==> config.mk <==
export PLATFORM = sky130hd
export DESIGN_NAME = core_instr_subset_exec
export DESIGN_NICKNAME = d
export VERILOG_FILES = /design/src/hw/instr_exec_pkg.sv /design/src/hw/quarter_phase_gen.sv /design/src/hw/core_instr_subset_exec.sv
export SDC_FILE = /design/constraint.sdc
export NUM_CORES = 1
export LEC_CHECK = 0
export ABC_AREA = 1
export BUFFER_PORTS_ARGS = -buffer_cell sky130_fd_sc_hd__buf_2
export CORE_ASPECT_RATIO = 1.75
export CORE_MARGIN = 2
export CORE_UTILIZATION = 40
export CTS_BUF_LIST = sky130_fd_sc_hd__clkbuf_16
export DETAILED_ROUTE_END_ITERATION = 12
export GPL_TIMING_DRIVEN = 0
export SYNTH_ARGS = -nofsm -noshare
export SYNTH_HDL_FRONTEND = slang
export SYNTH_SLANG_ARGS = --single-unit
==> constraint.sdc <==
create_clock -name i_core_clk -period 4.6 [get_ports i_core_clk]
set_input_delay 0.46 -clock i_core_clk [delete_from_list [all_inputs] [get_ports i_core_clk]]
set_output_delay 0.46 -clock i_core_clk [all_outputs]
set_load 0.005 [all_outputs]
==> src/hw/instr_exec_pkg.sv <==
package instr_exec_pkg;

   // quarter phases of one instruction cycle
   typedef enum logic [1:0] {
      Q_DECODE,
      Q_READ,
      Q_PROCESS,
      Q_WRITE
   } quarter_t;

   // opcode fields of the supported subset
   localparam logic [7:0] OP_CALL_HI = 8'hEC;
   localparam logic [6:0] OP_CALL_HI7 = 7'h76;
   localparam logic [7:0] OP_PTR_LOAD = 8'hEE;
   localparam logic [1:0] PTR_LOAD_SUB = 2'h0;
   localparam logic [5:0] OP_FILE_MOVE = 6'h14;
   localparam logic [6:0] OP_TEST_SKIP = 7'h33;
   localparam logic [7:0] OP_IMM_XOR = 8'h0A;
   localparam logic [3:0] OP_SECOND_WORD = 4'hF;

   // field positions
   localparam int DEST_BIT = 9;
   localparam int ACCESS_BIT = 8;
   localparam int CALL_SHADOW_BIT = 8;

   localparam logic [7:0] INDEXED_LIMIT = 8'h5F;
   localparam int NUM_POINTERS = 3;
   localparam int PC_WIDTH = 21;
   localparam int DATA_ADDR_WIDTH = 12;
   localparam logic [7:0] ACCESS_SPLIT = 8'h60;
   localparam logic [3:0] ACCESS_HIGH_BANK = 4'hF;

   localparam logic [7:0] ACC_RESET = 8'h00;
   localparam logic [11:0] PTR_RESET = 12'h000;

   typedef struct packed {
      logic [DATA_ADDR_WIDTH-1:0] addr;
      logic rd;
      logic wr;
      logic [7:0] wdata;
   } file_req_t;

   typedef struct packed {
      logic n;
      logic z;
   } flags_t;

endpackage : instr_exec_pkg

==> src/hw/quarter_phase_gen.sv <==
`timescale 1ns/1ns
module quarter_phase_gen (
   input wire logic i_core_clk,
   input wire logic i_reset,
   output instr_exec_pkg::quarter_t o_phase,
   output logic o_cycle_end
);
   import instr_exec_pkg::*;

   // four core clocks make one instruction cycle
   always_ff @(posedge i_core_clk) begin
      if (i_reset) begin
         o_phase <= Q_DECODE;
      end else begin
         case (o_phase)
            Q_DECODE: o_phase <= Q_READ;
            Q_READ: o_phase <= Q_PROCESS;
            Q_PROCESS: o_phase <= Q_WRITE;
            Q_WRITE: o_phase <= Q_DECODE;
            default: o_phase <= Q_DECODE;
         endcase
      end
   end

   assign o_cycle_end = (o_phase == Q_WRITE);

endmodule : quarter_phase_gen

==> src/hw/core_instr_subset_exec.sv <==
// Operation
// - A call pushes the pc, reads both halves of the target and loads the pc, then idles a cycle.
// - The pointer load puts a 12-bit immediate into the pointer named by its 2-bit selector.
// - The pointer load takes two words: high part in cycle one, low byte in cycle two.
// - The file move copies a register to the accumulator or back to itself and sets N and Z.
// - The 8-bit register field reaches any byte of the selected 256-byte bank.
// - Access bit 0 selects the access bank; 1 uses the bank select register.
// - Access bit 0, extended set on and address at most 95 use indexed literal offset mode.
// - The test-skip reads a register and, if zero, discards the next instruction, both words of a two-word one; flags unchanged.
// - The immediate xor combines the accumulator with a byte in one cycle and sets N and Z.
`timescale 1ns/1ns
module core_instr_subset_exec #(
   parameter int PC_W = instr_exec_pkg::PC_WIDTH
) (
   input wire logic i_core_clk,
   input wire logic i_reset,
   input wire logic [15:0] i_instr,
   input wire logic i_instr_valid,
   input wire logic [PC_W-1:0] i_pc,
   input wire logic [3:0] i_bank_select_reg,
   input wire logic i_ext_set_en,
   input wire logic [7:0] i_file_rdata,
   output instr_exec_pkg::file_req_t o_file_req,
   output logic [PC_W-1:0] o_pc_load,
   output logic o_pc_load_en,
   output logic [PC_W-1:0] o_return_stack_top,
   output logic o_stack_push,
   output logic o_call_shadow,
   output logic o_fetch_discard,
   output logic [7:0] o_accum,
   output instr_exec_pkg::flags_t o_flags,
   output logic [35:0] o_indirect_pointer,
   output instr_exec_pkg::quarter_t o_phase,
   output logic o_busy
);
   import instr_exec_pkg::*;

   typedef enum {
      ST_EXEC,
      ST_CALL2,
      ST_PTR2,
      ST_SKIP1,
      ST_SKIP2
   } exec_state_t;

   quarter_t phase;
   logic cycle_end;
   exec_state_t state_reg;
   logic [15:0] ir_reg;
   logic [7:0] opnd_reg;
   logic [7:0] result_reg;
   logic [7:0] acc_reg;
   logic [11:0] ptr_reg [NUM_POINTERS];
   logic [1:0] ptr_sel_reg;
   logic [7:0] call_lo_reg;

   quarter_phase_gen u_phase (
      .i_core_clk(i_core_clk),
      .i_reset(i_reset),
      .o_phase(phase),
      .o_cycle_end(cycle_end)
   );

   ////////////////////////////////////////////////////////////////////////////
   // decode helpers

   function automatic logic is_two_word(input logic [15:0] w);
      is_two_word = (w[15:9] == OP_CALL_HI7) ||
                    (w[15:8] == OP_PTR_LOAD && w[7:6] == PTR_LOAD_SUB);
   endfunction : is_two_word

   function automatic logic [11:0] file_addr(input logic [15:0] w, input logic [3:0] bank,
                                             input logic ext, input logic [11:0] ptr2);
      logic [11:0] a;
      a = {bank, w[7:0]};
      if (!w[ACCESS_BIT]) begin
         if (ext && w[7:0] <= INDEXED_LIMIT) begin
            a = ptr2 + {4'h0, w[7:0]};
         end else if (w[7:0] < ACCESS_SPLIT) begin
            a = {4'h0, w[7:0]};
         end else begin
            a = {ACCESS_HIGH_BANK, w[7:0]};
         end
      end
      file_addr = a;
   endfunction : file_addr

   wire logic [15:0] cur_w = (phase == Q_DECODE) ? i_instr : ir_reg;
   wire logic op_call = cur_w[15:9] == OP_CALL_HI7;
   wire logic op_ptr = cur_w[15:8] == OP_PTR_LOAD && cur_w[7:6] == PTR_LOAD_SUB;
   wire logic op_move = cur_w[15:10] == OP_FILE_MOVE;
   wire logic op_tst = cur_w[15:9] == OP_TEST_SKIP;
   wire logic op_xor = cur_w[15:8] == OP_IMM_XOR;
   wire logic in_exec = state_reg == ST_EXEC;
   wire logic [7:0] xor_res = acc_reg ^ ir_reg[7:0];

   ////////////////////////////////////////////////////////////////////////////
   // instruction register and multi-cycle sequencing

   always_ff @(posedge i_core_clk) begin
      if (i_reset) begin
         ir_reg <= 16'h0000;
      end else if (phase == Q_DECODE && i_instr_valid) begin
         ir_reg <= i_instr;
      end
   end

   always_ff @(posedge i_core_clk) begin
      if (i_reset) begin
         state_reg <= ST_EXEC;
      end else if (cycle_end) begin
         case (state_reg)
            ST_EXEC: begin
               if (op_call) state_reg <= ST_CALL2;
               else if (op_ptr) state_reg <= ST_PTR2;
               else if (op_tst && opnd_reg == 8'h00) state_reg <= ST_SKIP1;
            end
            ST_SKIP1: begin
               // the discarded word is in ir_reg; a two-word one needs one more slot
               state_reg <= is_two_word(ir_reg) ? ST_SKIP2 : ST_EXEC;
            end
            ST_CALL2, ST_PTR2, ST_SKIP2: state_reg <= ST_EXEC;
            default: state_reg <= ST_EXEC;
         endcase
      end
   end

   ////////////////////////////////////////////////////////////////////////////
   // operand read and data processing

   always_ff @(posedge i_core_clk) begin
      if (i_reset) begin
         o_file_req <= '0;
         opnd_reg <= 8'h00;
      end else begin
         o_file_req.rd <= 1'b0;
         o_file_req.wr <= 1'b0;
         if (in_exec && phase == Q_DECODE && (op_move || op_tst)) begin
            o_file_req.addr <= file_addr(i_instr, i_bank_select_reg, i_ext_set_en,
                                         ptr_reg[2]);
            o_file_req.rd <= 1'b1;
         end
         if (in_exec && phase == Q_READ) begin
            opnd_reg <= (op_move || op_tst) ? i_file_rdata : ir_reg[7:0];
         end
         if (in_exec && phase == Q_PROCESS && op_move && ir_reg[DEST_BIT]) begin
            o_file_req.wr <= 1'b1;
            o_file_req.wdata <= opnd_reg;
         end
      end
   end

   always_ff @(posedge i_core_clk) begin
      if (i_reset) begin
         result_reg <= 8'h00;
      end else if (in_exec && phase == Q_PROCESS) begin
         result_reg <= op_xor ? xor_res : opnd_reg;
      end
   end

   ////////////////////////////////////////////////////////////////////////////
   // accumulator and flags, written in the last quarter

   always_ff @(posedge i_core_clk) begin
      if (i_reset) begin
         acc_reg <= ACC_RESET;
         o_flags <= '0;
      end else if (in_exec && phase == Q_WRITE) begin
         if (op_xor || (op_move && !ir_reg[DEST_BIT])) begin
            acc_reg <= result_reg;
         end
         if (op_xor || op_move) begin
            o_flags.n <= result_reg[7];
            o_flags.z <= result_reg == 8'h00;
         end
      end
   end

   ////////////////////////////////////////////////////////////////////////////
   // pointer registers

   genvar gi;
   generate
      for (gi = 0; gi < NUM_POINTERS; gi++) begin : g_ptr
         always_ff @(posedge i_core_clk) begin
            if (i_reset) begin
               ptr_reg[gi] <= PTR_RESET;
            end else if (phase == Q_WRITE) begin
               if (in_exec && op_ptr && ir_reg[5:4] == 2'(gi)) begin
                  ptr_reg[gi][11:8] <= ir_reg[3:0];
               end
               if (state_reg == ST_PTR2 && ptr_sel_reg == 2'(gi)) begin
                  ptr_reg[gi][7:0] <= ir_reg[7:0];
               end
            end
         end
         assign o_indirect_pointer[gi*12 +: 12] = ptr_reg[gi];
      end
   endgenerate

   always_ff @(posedge i_core_clk) begin
      if (i_reset) begin
         ptr_sel_reg <= 2'h0;
      end else if (in_exec && phase == Q_WRITE && op_ptr) begin
         ptr_sel_reg <= ir_reg[5:4];
      end
   end

   ////////////////////////////////////////////////////////////////////////////
   // call: push in process quarter, target in write quarter

   always_ff @(posedge i_core_clk) begin
      if (i_reset) begin
         o_return_stack_top <= '0;
         o_stack_push <= 1'b0;
         o_pc_load <= '0;
         o_pc_load_en <= 1'b0;
         o_call_shadow <= 1'b0;
         call_lo_reg <= 8'h00;
      end else begin
         o_stack_push <= 1'b0;
         o_pc_load_en <= 1'b0;
         if (in_exec && op_call && phase == Q_READ) begin
            call_lo_reg <= ir_reg[7:0];
         end
         if (in_exec && op_call && phase == Q_PROCESS) begin
            o_return_stack_top <= i_pc;
            o_stack_push <= 1'b1;
            o_call_shadow <= ir_reg[CALL_SHADOW_BIT];
         end
         // second word is on i_instr by the write quarter
         if (in_exec && op_call && phase == Q_WRITE) begin
            o_pc_load <= PC_W'({i_instr[11:0], call_lo_reg, 1'b0});
            o_pc_load_en <= 1'b1;
         end
      end
   end

   ////////////////////////////////////////////////////////////////////////////
   // status outputs

   always_ff @(posedge i_core_clk) begin
      if (i_reset) begin
         o_fetch_discard <= 1'b0;
         o_busy <= 1'b0;
         o_phase <= Q_DECODE;
      end else begin
         o_fetch_discard <= state_reg == ST_SKIP1 || state_reg == ST_SKIP2;
         o_busy <= !in_exec;
         o_phase <= phase;
      end
   end

   assign o_accum = acc_reg;

endmodule : core_instr_subset_exec

Word level (Yosys, flattened, before mapping)
Memories as Yosys holds them, arrays and structs flattened.
Index checks and enable logic that the tools add are counted.
Widths: inputs -> output; s select.
{"block": "totals", "regBits": 156, "latchBits": 0, "mem_bits_rw": 36, "mem_bits_ro": 0, "input_bits": 53, "out_inout_bits": 117, "word_cells": 144, "memories": 1}
{"name": "ptr_reg", "depth": 3, "word_bits": 12, "rd": 3, "rd_ports_with_merged_regs": 0, "wr": 3, "line": "core_instr_subset_exec.sv:53", "source": "logic [11:0] ptr_reg [NUM_POINTERS];"}
{"block": "op_classes", "add_sub_neg": 1, "multipliers": 0, "n_div": 0, "order_cmp": 2, "n_eq_ne": 19, "n_shift": 0, "muxes": 48, "n_bitwise": 7, "n_reduce_logical": 44}
{"cell": "$mux 32", "count": 3}
{"cell": "$eq 32x3->1 const B", "count": 2}
{"cell": "$logic_not 32->1", "count": 2}
{"cell": "$pmux 32 s2", "count": 1}
{"cell": "$mux 8", "count": 5}
{"cell": "$mux 12", "count": 3}
{"cell": "$eq 32x2->1 const B", "count": 1}
{"cell": "$eq 32x4->1 const B", "count": 1}
{"cell": "$mux 1", "count": 29}
{"cell": "$logic_and 1x1->1", "count": 25}
{"cell": "$eq 8x8->1 const B", "count": 2}
{"cell": "$logic_not 8->1", "count": 2}
{"cell": "$mux 16", "count": 1}
{"cell": "$eq 7x7->1 const B", "count": 2}
{"cell": "$add 12x8->12", "count": 1}
{"cell": "$mux 4", "count": 3}
{"cell": "$logic_not 2->1", "count": 5}
{"cell": "$mux 9", "count": 1}
{"cell": "$eq 2x2->1 const B", "count": 4}
{"cell": "$eq 8x4->1 const B", "count": 1}
{"cell": "$le 8x7->1 const B", "count": 1}
{"cell": "$lt 8x7->1 const B", "count": 1}
{"cell": "$pmux 2 s4", "count": 1}
{"cell": "$xor 8x8->8", "count": 1}
{"cell": "9 further kinds", "count": 23}

Longest topological paths before layout
{"block": "logic_depth", "ltp_word": 11, "mapped_depth": 15, "ltp_nobuf": 15}

By module
From an unflattened synthesis, not the netlist that was laid out.
{"block": "hier_totals", "cells_unflattened": 913, "hier_area_um2": 7354.6}
{"mod": "core_instr_subset_exec", "n_inst": 1, "cells_per_inst": 902, "area_per_inst_um2": 7254.5, "seq_area_each_um2": 3583.4}
{"mod": "quarter_phase_gen", "n_inst": 1, "cells_per_inst": 11, "area_per_inst_um2": 100.1, "seq_area_each_um2": 40.0}

Worst setup path before layout
OpenSTA, ideal clock, no wires.
{"block": "synth_path", "kind": "register -> register", "from": "register u_phase.o_phase[0]", "to": "memory ptr_reg[1][10], enable pin", "setup_ns": 0.361, "arrival_time_ns": 2.002, "t_required_ns": 4.239, "path_slack_ns": 2.237, "stages_incl_launch_ff": 11, "path_buffers": 1, "period_less_slack_ns": 2.363, "path_cell_list": "dfxtp_1 > inv_1 > ha_1 > buf_4 > o21ai_1 > nand3_1 > nor2_1 > nand3_1 > nor2_2 > nand2_1 > o21ai_0"}
{"item": "start, declared", "line": "quarter_phase_gen.sv:5", "source": "output instr_exec_pkg::quarter_t o_phase,"}
{"item": "start signal, assigned", "line": "quarter_phase_gen.sv:13", "source": "o_phase <= Q_DECODE;"}
{"item": "start signal, assigned", "line": "quarter_phase_gen.sv:16", "source": "Q_DECODE: o_phase <= Q_READ;"}
{"item": "start signal, assigned", "line": "quarter_phase_gen.sv:17", "source": "Q_READ: o_phase <= Q_PROCESS;"}
{"item": "end, declared", "line": "core_instr_subset_exec.sv:53"}

==> impl_metrics.ini <==
[grt]
grtUsageMet3_pct = 4.01
antenna_found_initial = 0
grt.busiest_layer = met2
grtUsageTotal_pct = 22.4
grt_first_pass_wirelength_mm = 32.7
grt_pass1_vias = 6275
grt-ovfl-total = 0
grt_use_met1_pct = 24.4
grt_max_degree = 17
gr-usage-met2_pct = 41.4

[min_path]
hold_class = primary input to register
min_to = o_return_stack_top[17]$_SDFFE_PP0P_
hold_path_startpoint = i_pc[17]
min_delay_path_depth = 3

[yosys]
ys_seq_area_share_pct = 51.1
synth_edf_count = 36
synth_nets = 970
ys_async_sr_fraction_pct = 0
yosys_warnings = 0
synthFlopType = dfxtp_1
syn_area_per_cell_um2 = 7.85
syn_area_um2 = 7090
netlist_instances = 903
synth_cell_types = 35
synth-seq-cells = 163

[finish]
antenna_cells = 0
fin_util_pct = 50.3
drive_above_1_share_pct = 21.0
layout_common_cells = buf_2, nand2_1, dfxtp_1
largest_reg_flops = 36
n_fill_cell = 1804
nets = 1156
multi_input_area_um2 = 2820
syn_to_final_growth_pct = 24.0
seq_area_um2 = 3620
final_common_cell = buf_2

[worst_setup_path]
crit_arrival_ns = 3.06
crit_buf_inv = 2
r2r_cells = 10
regToRegSetupSlack_ns = 1.60
critPathTopFamily = simple AND/OR/NAND/NOR gates
slowest_delay_ns = 0.58
crit_type = register to register
critical_path.max_fanout = 10
r2r_end = ptr_reg[0][10]$_SDFFCE_PN0P_
slowest_stage = o21ai_0
end_kind = register
cp_data_required_time_ns = 4.66
cpMostUsedCell = nand3_1
reg2reg_from = u_phase.o_phase[0]$_SDFF_PP0_
crit_chain = inv_1, ha_1, buf_4, o21ai_1, nand3_1, nor2_1, nand3_1, nor2_2, nand2_1, o21ai_0
start_kind = register

[route]
vias = 6473
initialDrtViolationCount = 373
viasPerCell = 4.86
drt_pass1_iterations = 5
wl_per_cell_um = 15.8
drc = 0
drtAntennaViolNets = 0
wl_mm = 21.1

[placed_design]
port-buffer-count = 167
hpwl_mm = 15.9
gp_congestion = 0.885

[sta]
worst_pin_slew_ns = 0.789
fin_skew_ns = 0.0102
finalCritPeriodShare_pct = 65.3
fmax_mhz = 333
setup_viol = 0
hold_ws_ns = 0.294
tns_ns = 0
max_slew_margin_pct = 47.4
finalHoldViolations = 0
rsz0062_at_grt = no
slew_violations = 0
period_needed_ns = 3.00

[pwr]
power_density_nw_per_um2 = 418
pwr-share-comb_pct = 18.0
p_sw_mw = 1.14
p_leak_nw = 3.92
pwr-share-clk_pct = 37.9
p_seq_share_pct = 44.1
p_int_mw = 2.54
ir_drop_uv = 235
sw_frac_of_total_pct = 30.9

[outcome]
status = completed

[die]
die_w_um = 105
core_um2 = 17500
die_height_um = 180
dieArea_um2 = 18800
start_util_pct = 40.6
io_pins = 170
rows = 64

[clocking]
ctsRootBufferMaster = clkbuf_16
clk_latency_ns = 0.43
post_cts_resized = 0
cts.sinks = 163
cts.clk_slew.worst_paths_ns = 0.07
cts_made_buffers = 17
cts_tree = yes
clock_path_buffers = 2
cts-hold-fix-buffers = 0
cts_max_level = 4
post_cts_buffers = 0

[run]
cap_viol_max_count = 0
## cell families (layout without fill, tap and decap cells)
| logic type | Yosys count | in the layout | share of synthesized area [%] |
|---|---|---|---|
| AOI/OAI and AO/OA | 235 | 235 | 17.1 |
| adders and majority gates | 14 | 14 | 2.58 |
| xor gates and xnor gates | 10 | 10 | 1.24 |
| and+or+nand+nor | 316 | 316 | 18.8 |
| DFF | 163 | 163 | 51.1 |
| buffers and inverters | 164 | 363 | 9.09 |
| other | 1 | 1 | 0.0529 |
## synth_stat cells, types with 5 or more instances
cell | n | share of area, %
o21ai_0 | 76 | 5.4
dfxtp_1 | 127 | 36
a21oi_1 | 115 | 8.1
xor2_1 | 9 | 1.1
clkbuf_1 | 21 | 1.1
nand2_1 | 154 | 8.2
nand4_1 | 8 | 0.71
nand3_1 | 33 | 2.3
buf_2 | 11 | 0.78
or2_2 | 5 | 0.44
inv_1 | 121 | 6.4
o21ai_1 | 29 | 2.0
a31oi_1 | 8 | 0.71
edfxtp_1 | 36 | 15
ha_1 | 13 | 2.3
nor2_1 | 96 | 5.1
nor4_1 | 5 | 0.44
## worst reg2reg max path, cell delays in order (launching register included)
cell and delay (ns):
dfxtp_1 0.36, inv_1 0.11, ha_1 0.28, buf_4 0.20
o21ai_1 0.26, nand3_1 0.14, nor2_1 0.12, nand3_1 0.14
nor2_2 0.32, nand2_1 0.14, o21ai_0 0.58
## through the flow
stage | setup WS [ns] | power (mW) | cell area (um2) | instances
2_1_floorplan | 2.24 | 2.07 | 7090 | 903
3_3_place_gp | 1.72 | 2.30 | 8210 | 1301
3_5_place_dp | 1.66 | 2.30 | 8210 | 1301
4_1_cts | 1.63 | 3.70 | 8790 | 1333
5_1_grt | 1.37 | 3.85 | 8790 | 1333
6_report | 1.60 | 3.68 | 8790 | 1333
## per-layer routing
metal	vias up	wire [um]
li1	3318	-
met1	2918	8270
met2	193	11200
met3	44	952
met4	0	690
met5	-	0
## power by group through the flow
stage	Combinational (mW)	Clock, mW	Sequential, mW
floorplan	0.434	0	1.63
global placement	0.651	0	1.65
detailed placement	0.651	0	1.65
CTS	0.656	1.42	1.62
global route	0.739	1.48	1.63
finish	0.661	1.39	1.62
## how the worst max path moves through the flow
stage,start,end,slack [ns],cells after the start
2_1_floorplan,u_phase.o_phase[0]$_SDFF_PP0_,ptr_reg[1][10]$_SDFFCE_PN0P_,2.24,10
4_1_cts,u_phase.o_phase[0]$_SDFF_PP0_,ptr_reg[0][10]$_SDFFCE_PN0P_,1.63,10
3_5_place_dp,u_phase.o_phase[0]$_SDFF_PP0_,ptr_reg[0][8]$_SDFFCE_PN0P_,1.66,10
3_3_place_gp,u_phase.o_phase[0]$_SDFF_PP0_,ptr_reg[1][10]$_SDFFCE_PN0P_,1.72,10
5_1_grt,u_phase.o_phase[1]$_SDFF_PP0_,ptr_reg[1][10]$_SDFFCE_PN0P_,1.37,11
6_report,u_phase.o_phase[0]$_SDFF_PP0_,ptr_reg[0][10]$_SDFFCE_PN0P_,1.60,10
## area by class of cell
cell class | instances | share of cell area, %
repair buffers | 167 | 9.51
well taps | 231 | 3.29
clock inverters | 14 | 1.42
clock buffers | 18 | 5.13
inverters | 128 | 5.47
plain buffers | 36 | 1.87
flip-flops and latches | 163 | 41.2
multi-input cells | 576 | 32.1
Power figures use the tool's default switching activity.
